**src/rtl/sarc_pkg.sv**
```systemverilog
// Shared constants and types of the converter serial readout and power control.
`default_nettype none
package sarc_pkg;

  // ********************************************************************
  // Frame counts, in falling serial clock edges or in bits
  // ********************************************************************
  localparam logic [4:0] FRAME_FALLS      = 5'h10;
  localparam logic [4:0] GLITCH_FALLS     = 5'h02;
  localparam logic [4:0] KEEP_POWER_FALLS = 5'h0a;
  localparam int         LEAD_ZEROS       = 2;
  localparam int         FRAME_BITS       = 16;

  // ********************************************************************
  // Reset values
  // ********************************************************************
  localparam logic       SYNC_IDLE_LEVEL = 1'b1;
  localparam logic [4:0] FALL_CNT_RESET  = 5'h00;

  // ********************************************************************
  // Power states and frame states
  // ********************************************************************
  typedef enum logic [1:0] {
    PWR_NORMAL  = 2'b00,
    PWR_PARTIAL = 2'b01,
    PWR_FULL    = 2'b10
  } sarc_pwr_t;

  typedef enum logic {
    FRAME_IDLE   = 1'b0,
    FRAME_ACTIVE = 1'b1
  } sarc_frame_t;

endpackage
`default_nettype wire

```
**src/rtl/sarc_sync.sv**
```systemverilog
// Two flip-flop synchroniser for one pin sampled by the block clock.
`timescale 1ns/1ps
`default_nettype none
module sarc_sync #(
  parameter logic RESET_LEVEL = 1'b1
) (
  input  wire logic ref_clk,
  input  wire logic rst_n,
  input  wire logic pin_in,
  output var  logic pin_sync
);

  logic stage_a;
  logic next_stage_a;
  logic next_pin_sync;

  // Only the second stage reads the first one.
  always_comb begin
    next_stage_a  = pin_in;
    next_pin_sync = stage_a;
  end

  always_ff @(posedge ref_clk) begin
    if (!rst_n) begin
      stage_a  <= RESET_LEVEL;
      pin_sync <= RESET_LEVEL;
    end else begin
      stage_a  <= next_stage_a;
      pin_sync <= next_pin_sync;
    end
  end

endmodule
`default_nettype wire

```
**src/rtl/sarc_readout.sv**
```systemverilog
// Serial readout and power-state control of the successive-approximation converter.
//
// Overview of operation
// RULE_01 - After one full dummy frame from partial power-down the device is powered normal.
// RULE_02 - Host waits the quiet interval after tri-state before the next select fall.
// RULE_03 - Host allows about 1 us after select falls when waking from full power-down.
// RULE_04 - Waking from partial power-down, hold until the first clock edge, then track.
// RULE_05 - Host runs one dummy frame after supply application before trusting results.
// RULE_06 - Host reaches partial power-down after power-on with two dummy frames.
// RULE_07 - Host reaches full power-down after power-on with three dummy frames.
// RULE_08 - Select fall holds the sample, drives the output and starts conversion.
// RULE_09 - 12-bit: 14 cycles convert; track resumes on rising edge after 13 falls.
// RULE_10 - 12-bit: select rising before 14 clocks aborts and tri-states the output.
// RULE_11 - 12-bit: two trailing zeros, output released on the 16th falling edge.
// RULE_12 - 10-bit: 12 cycles, track after 11 falls, early select rise aborts.
// RULE_13 - 10-bit: four trailing zeros, output released on the 16th falling edge.
// RULE_14 - 8-bit: 10 cycles, track after 9 falls, early select rise powers down.
// RULE_15 - 8-bit: six trailing zeros, output released on the 16th falling edge.
// RULE_16 - Host in 14-clock frames raises select after the 14th falling edge.
// RULE_17 - Select fall gives first leading zero; each clock fall shifts the next bit.
// RULE_18 - Slow-clock host may sample on rising edges and miss the first zero.
// RULE_19 - Select falling just after a clock fall lets host read both zeros on rises.
// RULE_20 - 8-bit 10-clock frame ends at the 10th rising edge in normal mode.
// RULE_21 - Host keeps acquisition at least 60 ns and quiet gap at least 4 ns.
// RULE_22 - Select rising between 2nd and 10th fall aborts and enters partial power-down.
// RULE_23 - Select rising before the 2nd fall keeps normal mode for glitch immunity.
// RULE_24 - In partial power-down, select rising before the 10th fall enters full power-down.
// RULE_25 - Host holds select low for at least 10 falls to keep normal mode.
// RULE_26 - Result width parameter sets conversion cycles and trailing zero count.
`timescale 1ns/1ps
`default_nettype none
module sarc_readout #(
  parameter int RESULT_BITS = 12
) (
  input  wire logic                   ref_clk,
  input  wire logic                   rst_n,
  input  wire logic                   sclk,
  input  wire logic                   cs_n,
  input  wire logic [RESULT_BITS-1:0] sample_data,
  output var  logic                   serial_result_out,
  output var  logic                   serial_result_oe,
  output var  logic                   track_mode,
  output var  sarc_pkg::sarc_pwr_t    power_state
);

  // ********************************************************************
  // Variant-dependent counts and the fixed last fall
  // ********************************************************************
  localparam logic [4:0] CONV_CYCLES = 5'(RESULT_BITS + sarc_pkg::LEAD_ZEROS); // [RULE_26]
  localparam logic [4:0] TRACK_FALLS = 5'(RESULT_BITS + sarc_pkg::LEAD_ZEROS - 1);
  localparam int         TRAIL_BITS  = sarc_pkg::FRAME_BITS - sarc_pkg::LEAD_ZEROS - RESULT_BITS;
  localparam logic [4:0] LAST_FALL   = 5'(sarc_pkg::FRAME_FALLS - 5'h01);

  // ********************************************************************
  // Pin synchronisation and edge detection
  // ********************************************************************
  logic cs_sync;
  logic sclk_sync;
  logic cs_prev;
  logic sclk_prev;
  logic next_cs_prev;
  logic next_sclk_prev;

  sarc_sync #(.RESET_LEVEL(sarc_pkg::SYNC_IDLE_LEVEL)) u_cs_sync (
    .ref_clk  (ref_clk),
    .rst_n    (rst_n),
    .pin_in   (cs_n),
    .pin_sync (cs_sync)
  );

  sarc_sync #(.RESET_LEVEL(sarc_pkg::SYNC_IDLE_LEVEL)) u_sclk_sync (
    .ref_clk  (ref_clk),
    .rst_n    (rst_n),
    .pin_in   (sclk),
    .pin_sync (sclk_sync)
  );

  always_comb begin
    next_cs_prev   = cs_sync;
    next_sclk_prev = sclk_sync;
  end

  always_ff @(posedge ref_clk) begin
    if (!rst_n) begin
      cs_prev   <= sarc_pkg::SYNC_IDLE_LEVEL;
      sclk_prev <= sarc_pkg::SYNC_IDLE_LEVEL;
    end else begin
      cs_prev   <= next_cs_prev;
      sclk_prev <= next_sclk_prev;
    end
  end

  logic cs_fall;
  logic cs_rise;
  logic sclk_fall;
  logic sclk_rise;

  assign cs_fall   = cs_prev & ~cs_sync;
  assign cs_rise   = ~cs_prev & cs_sync;
  assign sclk_fall = sclk_prev & ~sclk_sync;
  assign sclk_rise = ~sclk_prev & sclk_sync;

  // ********************************************************************
  // Frame, shift and power state
  // ********************************************************************
  sarc_pkg::sarc_frame_t frame;
  sarc_pkg::sarc_frame_t next_frame;
  sarc_pkg::sarc_pwr_t   next_power_state;
  logic [4:0]            fall_cnt;
  logic [4:0]            next_fall_cnt;
  logic [15:0]           shift_reg;
  logic [15:0]           next_shift_reg;
  logic                  edge_seen;
  logic                  next_edge_seen;
  logic                  next_out;
  logic                  next_oe;
  logic                  next_track;

  always_comb begin
    next_frame       = frame;
    next_power_state = power_state;
    next_fall_cnt    = fall_cnt;
    next_shift_reg   = shift_reg;
    next_edge_seen   = edge_seen;
    next_out         = serial_result_out;
    next_oe          = serial_result_oe;
    next_track       = track_mode;
    case (frame)
      sarc_pkg::FRAME_IDLE: begin
        if (cs_fall) begin
          // Sample is frozen here; the first leading zero leaves at once.
          next_frame     = sarc_pkg::FRAME_ACTIVE; // [RULE_08]
          next_track     = 1'b0; // [RULE_08]
          next_oe        = 1'b1; // [RULE_08]
          next_out       = 1'b0; // [RULE_17]
          next_shift_reg = {2'b00, sample_data, {TRAIL_BITS{1'b0}}}; // [RULE_11] [RULE_13] [RULE_15]
          next_fall_cnt  = sarc_pkg::FALL_CNT_RESET;
          next_edge_seen = 1'b0;
        end
      end
      sarc_pkg::FRAME_ACTIVE: begin
        if (cs_rise) begin
          // Any early rise aborts; the fall count and the current power state decide the next power state.
          next_frame = sarc_pkg::FRAME_IDLE;
          next_oe    = 1'b0; // [RULE_10] [RULE_12]
          next_out   = 1'b0;
          if (fall_cnt >= sarc_pkg::KEEP_POWER_FALLS) begin
            next_power_state = sarc_pkg::PWR_NORMAL; // [RULE_01] [RULE_20]
          end else if (power_state != sarc_pkg::PWR_NORMAL) begin
            next_power_state = sarc_pkg::PWR_FULL; // [RULE_24]
          end else if (fall_cnt >= sarc_pkg::GLITCH_FALLS) begin
            next_power_state = sarc_pkg::PWR_PARTIAL; // [RULE_22] [RULE_14]
          end else begin
            next_power_state = sarc_pkg::PWR_NORMAL; // [RULE_23]
          end
          next_track = (next_power_state == sarc_pkg::PWR_NORMAL);
        end else begin
          if (sclk_fall || sclk_rise) begin
            next_edge_seen = 1'b1;
            if (!edge_seen && power_state == sarc_pkg::PWR_PARTIAL) begin
              next_track = 1'b1; // [RULE_04]
            end
          end
          if (sclk_rise && fall_cnt == TRACK_FALLS) begin
            next_track = 1'b1; // [RULE_09] [RULE_12] [RULE_14] [RULE_20]
          end
          if (sclk_fall && fall_cnt < sarc_pkg::FRAME_FALLS) begin
            next_fall_cnt  = fall_cnt + 5'h01;
            next_shift_reg = {shift_reg[14:0], 1'b0};
            next_out       = shift_reg[14]; // [RULE_17]
            if (fall_cnt == LAST_FALL) begin
              next_oe  = 1'b0; // [RULE_11] [RULE_13] [RULE_15]
              next_out = 1'b0;
            end
          end
        end
      end
      default: begin
        next_frame = sarc_pkg::FRAME_IDLE;
        next_oe    = 1'b0;
      end
    endcase
  end

  // The analog power-up is not modelled; reset starts the device in normal mode.
  always_ff @(posedge ref_clk) begin
    if (!rst_n) begin
      frame             <= sarc_pkg::FRAME_IDLE;
      power_state       <= sarc_pkg::PWR_NORMAL;
      fall_cnt          <= sarc_pkg::FALL_CNT_RESET;
      shift_reg         <= 16'h0000;
      edge_seen         <= 1'b0;
      serial_result_out <= 1'b0;
      serial_result_oe  <= 1'b0;
      track_mode        <= 1'b1;
    end else begin
      frame             <= next_frame;
      power_state       <= next_power_state;
      fall_cnt          <= next_fall_cnt;
      shift_reg         <= next_shift_reg;
      edge_seen         <= next_edge_seen;
      serial_result_out <= next_out;
      serial_result_oe  <= next_oe;
      track_mode        <= next_track;
    end
  end

  // ********************************************************************
  // Assertions
  // ********************************************************************
  a_fall_starts_frame: assert property (@(posedge ref_clk) disable iff (!rst_n) // [RULE_08]
    (cs_fall && frame == sarc_pkg::FRAME_IDLE) |=> (serial_result_oe && !serial_result_out && !track_mode))
    else $error("select fall did not start a frame");

  a_release_on_last: assert property (@(posedge ref_clk) disable iff (!rst_n) // [RULE_11]
    (frame == sarc_pkg::FRAME_ACTIVE && !cs_rise && sclk_fall && fall_cnt == LAST_FALL)
    |=> (!serial_result_oe && fall_cnt == sarc_pkg::FRAME_FALLS))
    else $error("output not released on last falling edge");

  a_rise_aborts: assert property (@(posedge ref_clk) disable iff (!rst_n) // [RULE_10]
    (frame == sarc_pkg::FRAME_ACTIVE && cs_rise) |=> (!serial_result_oe && frame == sarc_pkg::FRAME_IDLE))
    else $error("select rise did not tri-state the output");

  a_glitch_keeps_normal: assert property (@(posedge ref_clk) disable iff (!rst_n) // [RULE_23]
    (frame == sarc_pkg::FRAME_ACTIVE && cs_rise && power_state == sarc_pkg::PWR_NORMAL
     && fall_cnt < sarc_pkg::GLITCH_FALLS) |=> (power_state == sarc_pkg::PWR_NORMAL && track_mode))
    else $error("early select rise left normal mode");

  a_partial_entry: assert property (@(posedge ref_clk) disable iff (!rst_n) // [RULE_22]
    (frame == sarc_pkg::FRAME_ACTIVE && cs_rise && power_state == sarc_pkg::PWR_NORMAL
     && fall_cnt >= sarc_pkg::GLITCH_FALLS && fall_cnt < sarc_pkg::KEEP_POWER_FALLS)
    |=> (power_state == sarc_pkg::PWR_PARTIAL && !track_mode))
    else $error("partial power-down not entered");

  a_full_entry: assert property (@(posedge ref_clk) disable iff (!rst_n) // [RULE_24]
    (frame == sarc_pkg::FRAME_ACTIVE && cs_rise && power_state == sarc_pkg::PWR_PARTIAL
     && fall_cnt < sarc_pkg::KEEP_POWER_FALLS) |=> (power_state == sarc_pkg::PWR_FULL))
    else $error("full power-down not entered");

  a_dummy_wakes: assert property (@(posedge ref_clk) disable iff (!rst_n) // [RULE_01]
    (frame == sarc_pkg::FRAME_ACTIVE && cs_rise && fall_cnt >= sarc_pkg::KEEP_POWER_FALLS)
    |=> (power_state == sarc_pkg::PWR_NORMAL) [*2])
    else $error("dummy frame did not power the device up");

  a_track_return: assert property (@(posedge ref_clk) disable iff (!rst_n) // [RULE_09]
    (frame == sarc_pkg::FRAME_ACTIVE && !cs_rise && sclk_rise && fall_cnt == TRACK_FALLS) |=> track_mode)
    else $error("track not resumed after conversion");

  a_wake_track: assert property (@(posedge ref_clk) disable iff (!rst_n) // [RULE_04]
    (frame == sarc_pkg::FRAME_ACTIVE && !cs_rise && power_state == sarc_pkg::PWR_PARTIAL
     && !edge_seen && (sclk_rise || sclk_fall)) |=> track_mode)
    else $error("partial wake did not switch to track");

  a_shift_next_bit: assert property (@(posedge ref_clk) disable iff (!rst_n) // [RULE_17]
    (frame == sarc_pkg::FRAME_ACTIVE && !cs_rise && sclk_fall && fall_cnt < LAST_FALL)
    |=> (serial_result_out == $past(shift_reg[14]) && serial_result_oe))
    else $error("serial bit not shifted on falling edge");

  a_trailing_zero: assert property (@(posedge ref_clk) disable iff (!rst_n) // [RULE_13]
    (serial_result_oe && fall_cnt >= CONV_CYCLES) |-> !serial_result_out)
    else $error("trailing bit not zero");

endmodule
`default_nettype wire

```
**config.mk**
```make
export PLATFORM = sky130hd
export DESIGN_NAME = sarc_readout
export DESIGN_NICKNAME = d
export VERILOG_FILES = /design/src/rtl/sarc_pkg.sv /design/src/rtl/sarc_sync.sv /design/src/rtl/sarc_readout.sv
export SDC_FILE = /design/constraint.sdc
export NUM_CORES = 1
export LEC_CHECK = 0
export BUFFER_PORTS_ARGS = -buffer_cell sky130_fd_sc_hd__buf_4
export CORE_AREA = 2 2 77 57
export DETAILED_ROUTE_END_ITERATION = 12
export DIE_AREA = 0 0 79 59
export PLACE_DENSITY = 0.67
export SETUP_SLACK_MARGIN = 0.4
export SLEW_MARGIN = 15
export SYNTH_ARGS = -nofsm -noshare
export SYNTH_HDL_FRONTEND = slang
export SYNTH_SLANG_ARGS = --single-unit
```
**constraint.sdc**
```tcl
create_clock -name ref_clk -period 1.7 [get_ports ref_clk]
set_input_delay 0.255 -clock ref_clk [delete_from_list [all_inputs] [get_ports ref_clk]]
set_output_delay 0.255 -clock ref_clk [all_outputs]
set_load 0.005 [all_outputs]
```
# Word-level counts from Yosys, hierarchy flattened
# Cells that the tools add are included.
[totals]
wordCells = 85
inputBits = 16
regBits = 33
output_inout_bits = 5
[classes]
bitwise_logic = 9
n_lt_le_gt_ge = 3
n_addsub = 1
n_eq_ne = 11
reduce_logical = 13
muxes = 34
[ops]
columns = ["op", "count"]
rows = [
  ["$mux 15", 3],
  ["$pmux 15 s2", 1],
  ["$mux 1", 17],
  ["$mux 5", 3],
  ["$reduce_and 3->1", 4],
  ["$eq 5x4->1 const B", 2],
  ["$pmux 1 s2", 5],
  ["$pmux 5 s2", 1],
  ["$mux 2", 4],
  ["$ne 4x2->1 const B", 2],
  ["$ne 3x2->1 const B", 2],
  ["$add 5x1->5 const B", 1],
  ["$ge 5x2->1 const B", 1],
  ["$ge 5x4->1 const B", 1],
  ["$lt 5x5->1 const B", 1],
  ["$not 1->1", 5],
  ["$and 1x1->1", 4],
  ["$ne 2x1->1 const B", 2],
  ["$ne 2x2->1 const B", 2],
  ["$reduce_and 2->1", 2],
  ["$logic_and 1x1->1", 3],
  ["$eq 2x1->1 const B", 1],
  ["$logic_not 2->1", 1],
  ["$reduce_bool 2->1", 1],
  ["other kinds (2)", 2],
]

# Depth between registers and ports, before layout
[logic_depth]
word_depth = 9
mapped_depth = 8
ltp_nobuf = 6

# By module
# From an unflattened synthesis, not the netlist that was laid out.
[hier_totals]
hier_cells = 156
area_unflattened_um2 = 1432.6
[modules_own_cells]
columns = ["module", "cells_per_inst", "instances", "seq_area_each_um2", "area_each_um2"]
rows = [
  ["sarc_readout", 148, 1, 540.5, 1327.5],
  ["sarc_sync", 4, 2, 40.0, 52.6],
]

# Least setup slack after synthesis
# Ideal clock, no wire load.
[synth_timing]
kind = "register to register"
start = "register u_sclk_sync.pin_sync"
end = "register shift_reg[10]"
required_ns = 1.584
setup_slack_ns = 0.215
path_stages_with_launch = 8
synth_period_minus_slack_ns = 1.485
arrival_time_ns = 1.369
path_cell_list = "dfxtp_1 inv_1 ha_1 and2b_4 a31o_1 buf_4 buf_6 o211a_1"
[synth_via]
elab_chain_cells = 5
[synth_rtl]
columns = ["item", "line_no", "source"]
rows = [
  ["start, declared", "sarc_sync.sv:10", "output var logic pin_sync"],
  ["start signal, assigned", "sarc_sync.sv:29", "pin_sync <= next_pin_sync;"],
  ["$not 1->1", "sarc_readout.sv:100", "assign sclk_fall = sclk_prev & ~sclk_sync;"],
  ["$and 1x1->1", "sarc_readout.sv:100", ""],
  ["$logic_and 1x1->1", "sarc_readout.sv:167", "if (sclk_fall && fall_cnt < sarc_pkg::FRAME_FALLS) begin"],
  ["$ne 2x1->1 (no line)", "-", ""],
  ["$reduce_and 3->1 (no line)", "-", ""],
  ["end signal, assigned", "sarc_readout.sv:200", "shift_reg <= next_shift_reg;"],
  ["end, declared", "sarc_readout.sv:111", "logic [15:0] shift_reg;"],
]
# Every way passes these cells.
# A chain may end at the register's enable or synchronous reset.

# Worst setup path in the final report
[layout_timing]
start = "register u_sclk_sync.pin_sync"
end = "register shift_reg[8]"
# The elaborated chain is that of the path after synthesis.

==> results.toml <==
[run_status]
status = "completed"

[final_layout]
fin_nets = 215
syn_to_final_growth_pct = 36.3
diodes = 0
multi_input_area_sq_um = 927
layout-drive-gt1-share_pct = 39.4
layout_common_cells = "buf_4, dfxtp_1, nand2_1"
nFillCells = 342
final_common_cell = "buf_4"
post-route-util_pct = 53.6
register_area_sq_um = 637
largest_reg_flops = 13

[timing]
grt_setup_unrepaired = "yes"
hold_viol = 0
slew_violations = 0
max_slew_margin_pct = 80.3
setup-tns-final_ps = 0
fmax_mhz = 707
whs_ps = 150
setup_slack_ps = 285
period_share_pct = 83.2
clock_skew_ps = 2.38
setup_viol = 0
fin_crit_ps = 1410
worstMarginPinSlew_ps = 295

[detailed_routing]
dr.pass1.iters = 4
post-route-drc-count = 0
routed_wirelength_um = 3520
num_vias = 1279
wl_per_cell_um = 14.4
drt-vias-per-instance = 5.22
ant_nets = 0
first_iter_violations = 51

[critical_path]
cp_max_fo = 17
critPathSlowestCell = "dfxtp_2"
cpPeakStageDelay_ps = 330
r2r_cells = 6
required_ps = 1870
crit_type = "reg -> reg"
end_kind = "register"
start_kind = "register"
worst_ep_arrival_time_ps = 1590
path_cells = "inv_2 > ha_4 > and2b_4 > a31o_4 > buf_12 > o211a_1"

[place]
dpl.hpwl_um = 2220
port_buffers = 20
gp_congestion = 0.849
post-place-ws_ps = 141

[synth]
synthArstFlopShare_pct = 0
netlist_area_sq_um = 1520
yosys_register_bits = 31
seq_area_frac_synth_pct = 41.0
synth_warnings = 0
synth_edf_count = 0
ys_types = 40
synth_nets = 179
post_synth_inst_count = 157
synth-main-ff-cell = "dfxtp_1"
syn_area_per_cell_sq_um = 9.65

[power]
total_power_mw = 1.54
vdd_drop_max_v = 0.000557
leakage_nw = 0.886
powerDensity_nw_per_um2 = 747

[clocking]
cts_inserted_buffers = 5
htree_num_levels = 2
clock-sinks = 31
insertion_delay_ps = 280
clk_pin_slew_worst_paths_ps = 60
holdBufCountCts = 0
clockBufferDepth = 2
cts_root_buf = "clkbuf_8"
cts_tree = "done"

[floorplan]
io_pins = 21
design.die.area_sq_um = 4660
fp-row-count = 19
core_sq_um = 3850
die_w_um = 79
die_y_um = 59
start_util_pct = 39.3

[global_routing]
grt_overflow = 0
grt_pass1_vias = 1207
grt_max_degree = 31
grt_pass1_wl_um = 5540
antenna_found_initial = 0
track_usage_pct = 16.1

[hold_path]
worstHoldPathType = "in -> reg"
hold_depth = 2

[flow_run]
maxCapViolCount = 0
==> routing by layer <==
layer | part of all wire (%) | track usage, % | wire (um) | vias up
met4 | 3.0 | 8.13 | 104 | 0
li1 | - | - | - | 634
met3 | 3.9 | 5.49 | 138 | 10
met5 | 0 | 0 | 0 | -
met1 | 47 | 19.9 | 1650 | 612
met2 | 46 | 25.2 | 1630 | 23
==> cells by family (layout without fill, tap and decap cells) <==
| kind of cell | Yosys count | after routing | synth area share (%) |
|---|---|---|---|
| compound gates | 39 | 39 | 20.6 |
| fa+ha+maj | 6 | 6 | 4.95 |
| buf+inv | 16 | 52 | 5.78 |
| flops | 31 | 31 | 41.0 |
| mux | 11 | 11 | 7.27 |
| simple gates | 54 | 54 | 20.4 |
==> metrics by stage <==
| step | area, sq um | cells |
|---|---|---|
| after floorplan | 1540 | 157 |
| after global placement | 1750 | 226 |
| after detailed placement | 1750 | 226 |
| after CTS | 1990 | 241 |
| after global routing | 2070 | 245 |
| final | 2070 | 245 |
==> synthesized netlist by cell type, drive strengths merged, types with 5 or more instances <==
library cell,n,area [sq um]
dfxtp,31,621
nand2,19,71.3
mux2i,11,110
o211a,11,110
a21boi,7,52.6
inv,7,26.3
nand2b,7,46.3
ha,6,75.1
buf,5,46.3
o21ai,5,25.0
==> power breakdown <==
group          internal (mW)  leakage (nW)  total, mW  switching, mW
sequential             0.754         0.254      0.774         0.0198
clock                  0.317        0.0470      0.578          0.261
combinational          0.107         0.585      0.191         0.0835
total                   1.18         0.886       1.54          0.364
==> worst max-delay path, delay by kind of cell, from the launching register on <==
family / cells / cell delay (ps)
simple gates: 1 / 180
buf+inv: 2 / 200
fa+ha+maj: 1 / 140
flops: 1 / 330
compound gates: 2 / 450
==> cell type report <==
type                    instances  area share (%)
flip-flops and latches         31            30.8
multi-input cells             110            44.9
clock buffers                   6            4.00
well taps                      52            3.15
repair buffers                 38            15.5
clock inverters                 1           0.242
inverters                       7            1.39
==> path summary, 6_finish.rpt <==
path / start / end / slack, ps
setup / recovery: u_sclk_sync.pin_sync / shift_reg[8] / 290
hold / removal: sclk / u_sclk_sync.next_pin_sync / 150
setup reg to reg: u_sclk_sync.pin_sync / shift_reg[8] / 290
hold reg to reg: u_cs_sync.next_pin_sync / u_cs_sync.pin_sync / 410
==> repair_timing <==
item	in CTS	in global routing
pin swaps	7	9
gates resized for setup	24	12
setup endpoints to repair	22	23
setup buffers	8	4
Note: power is estimated with default switching activity, not from simulation.
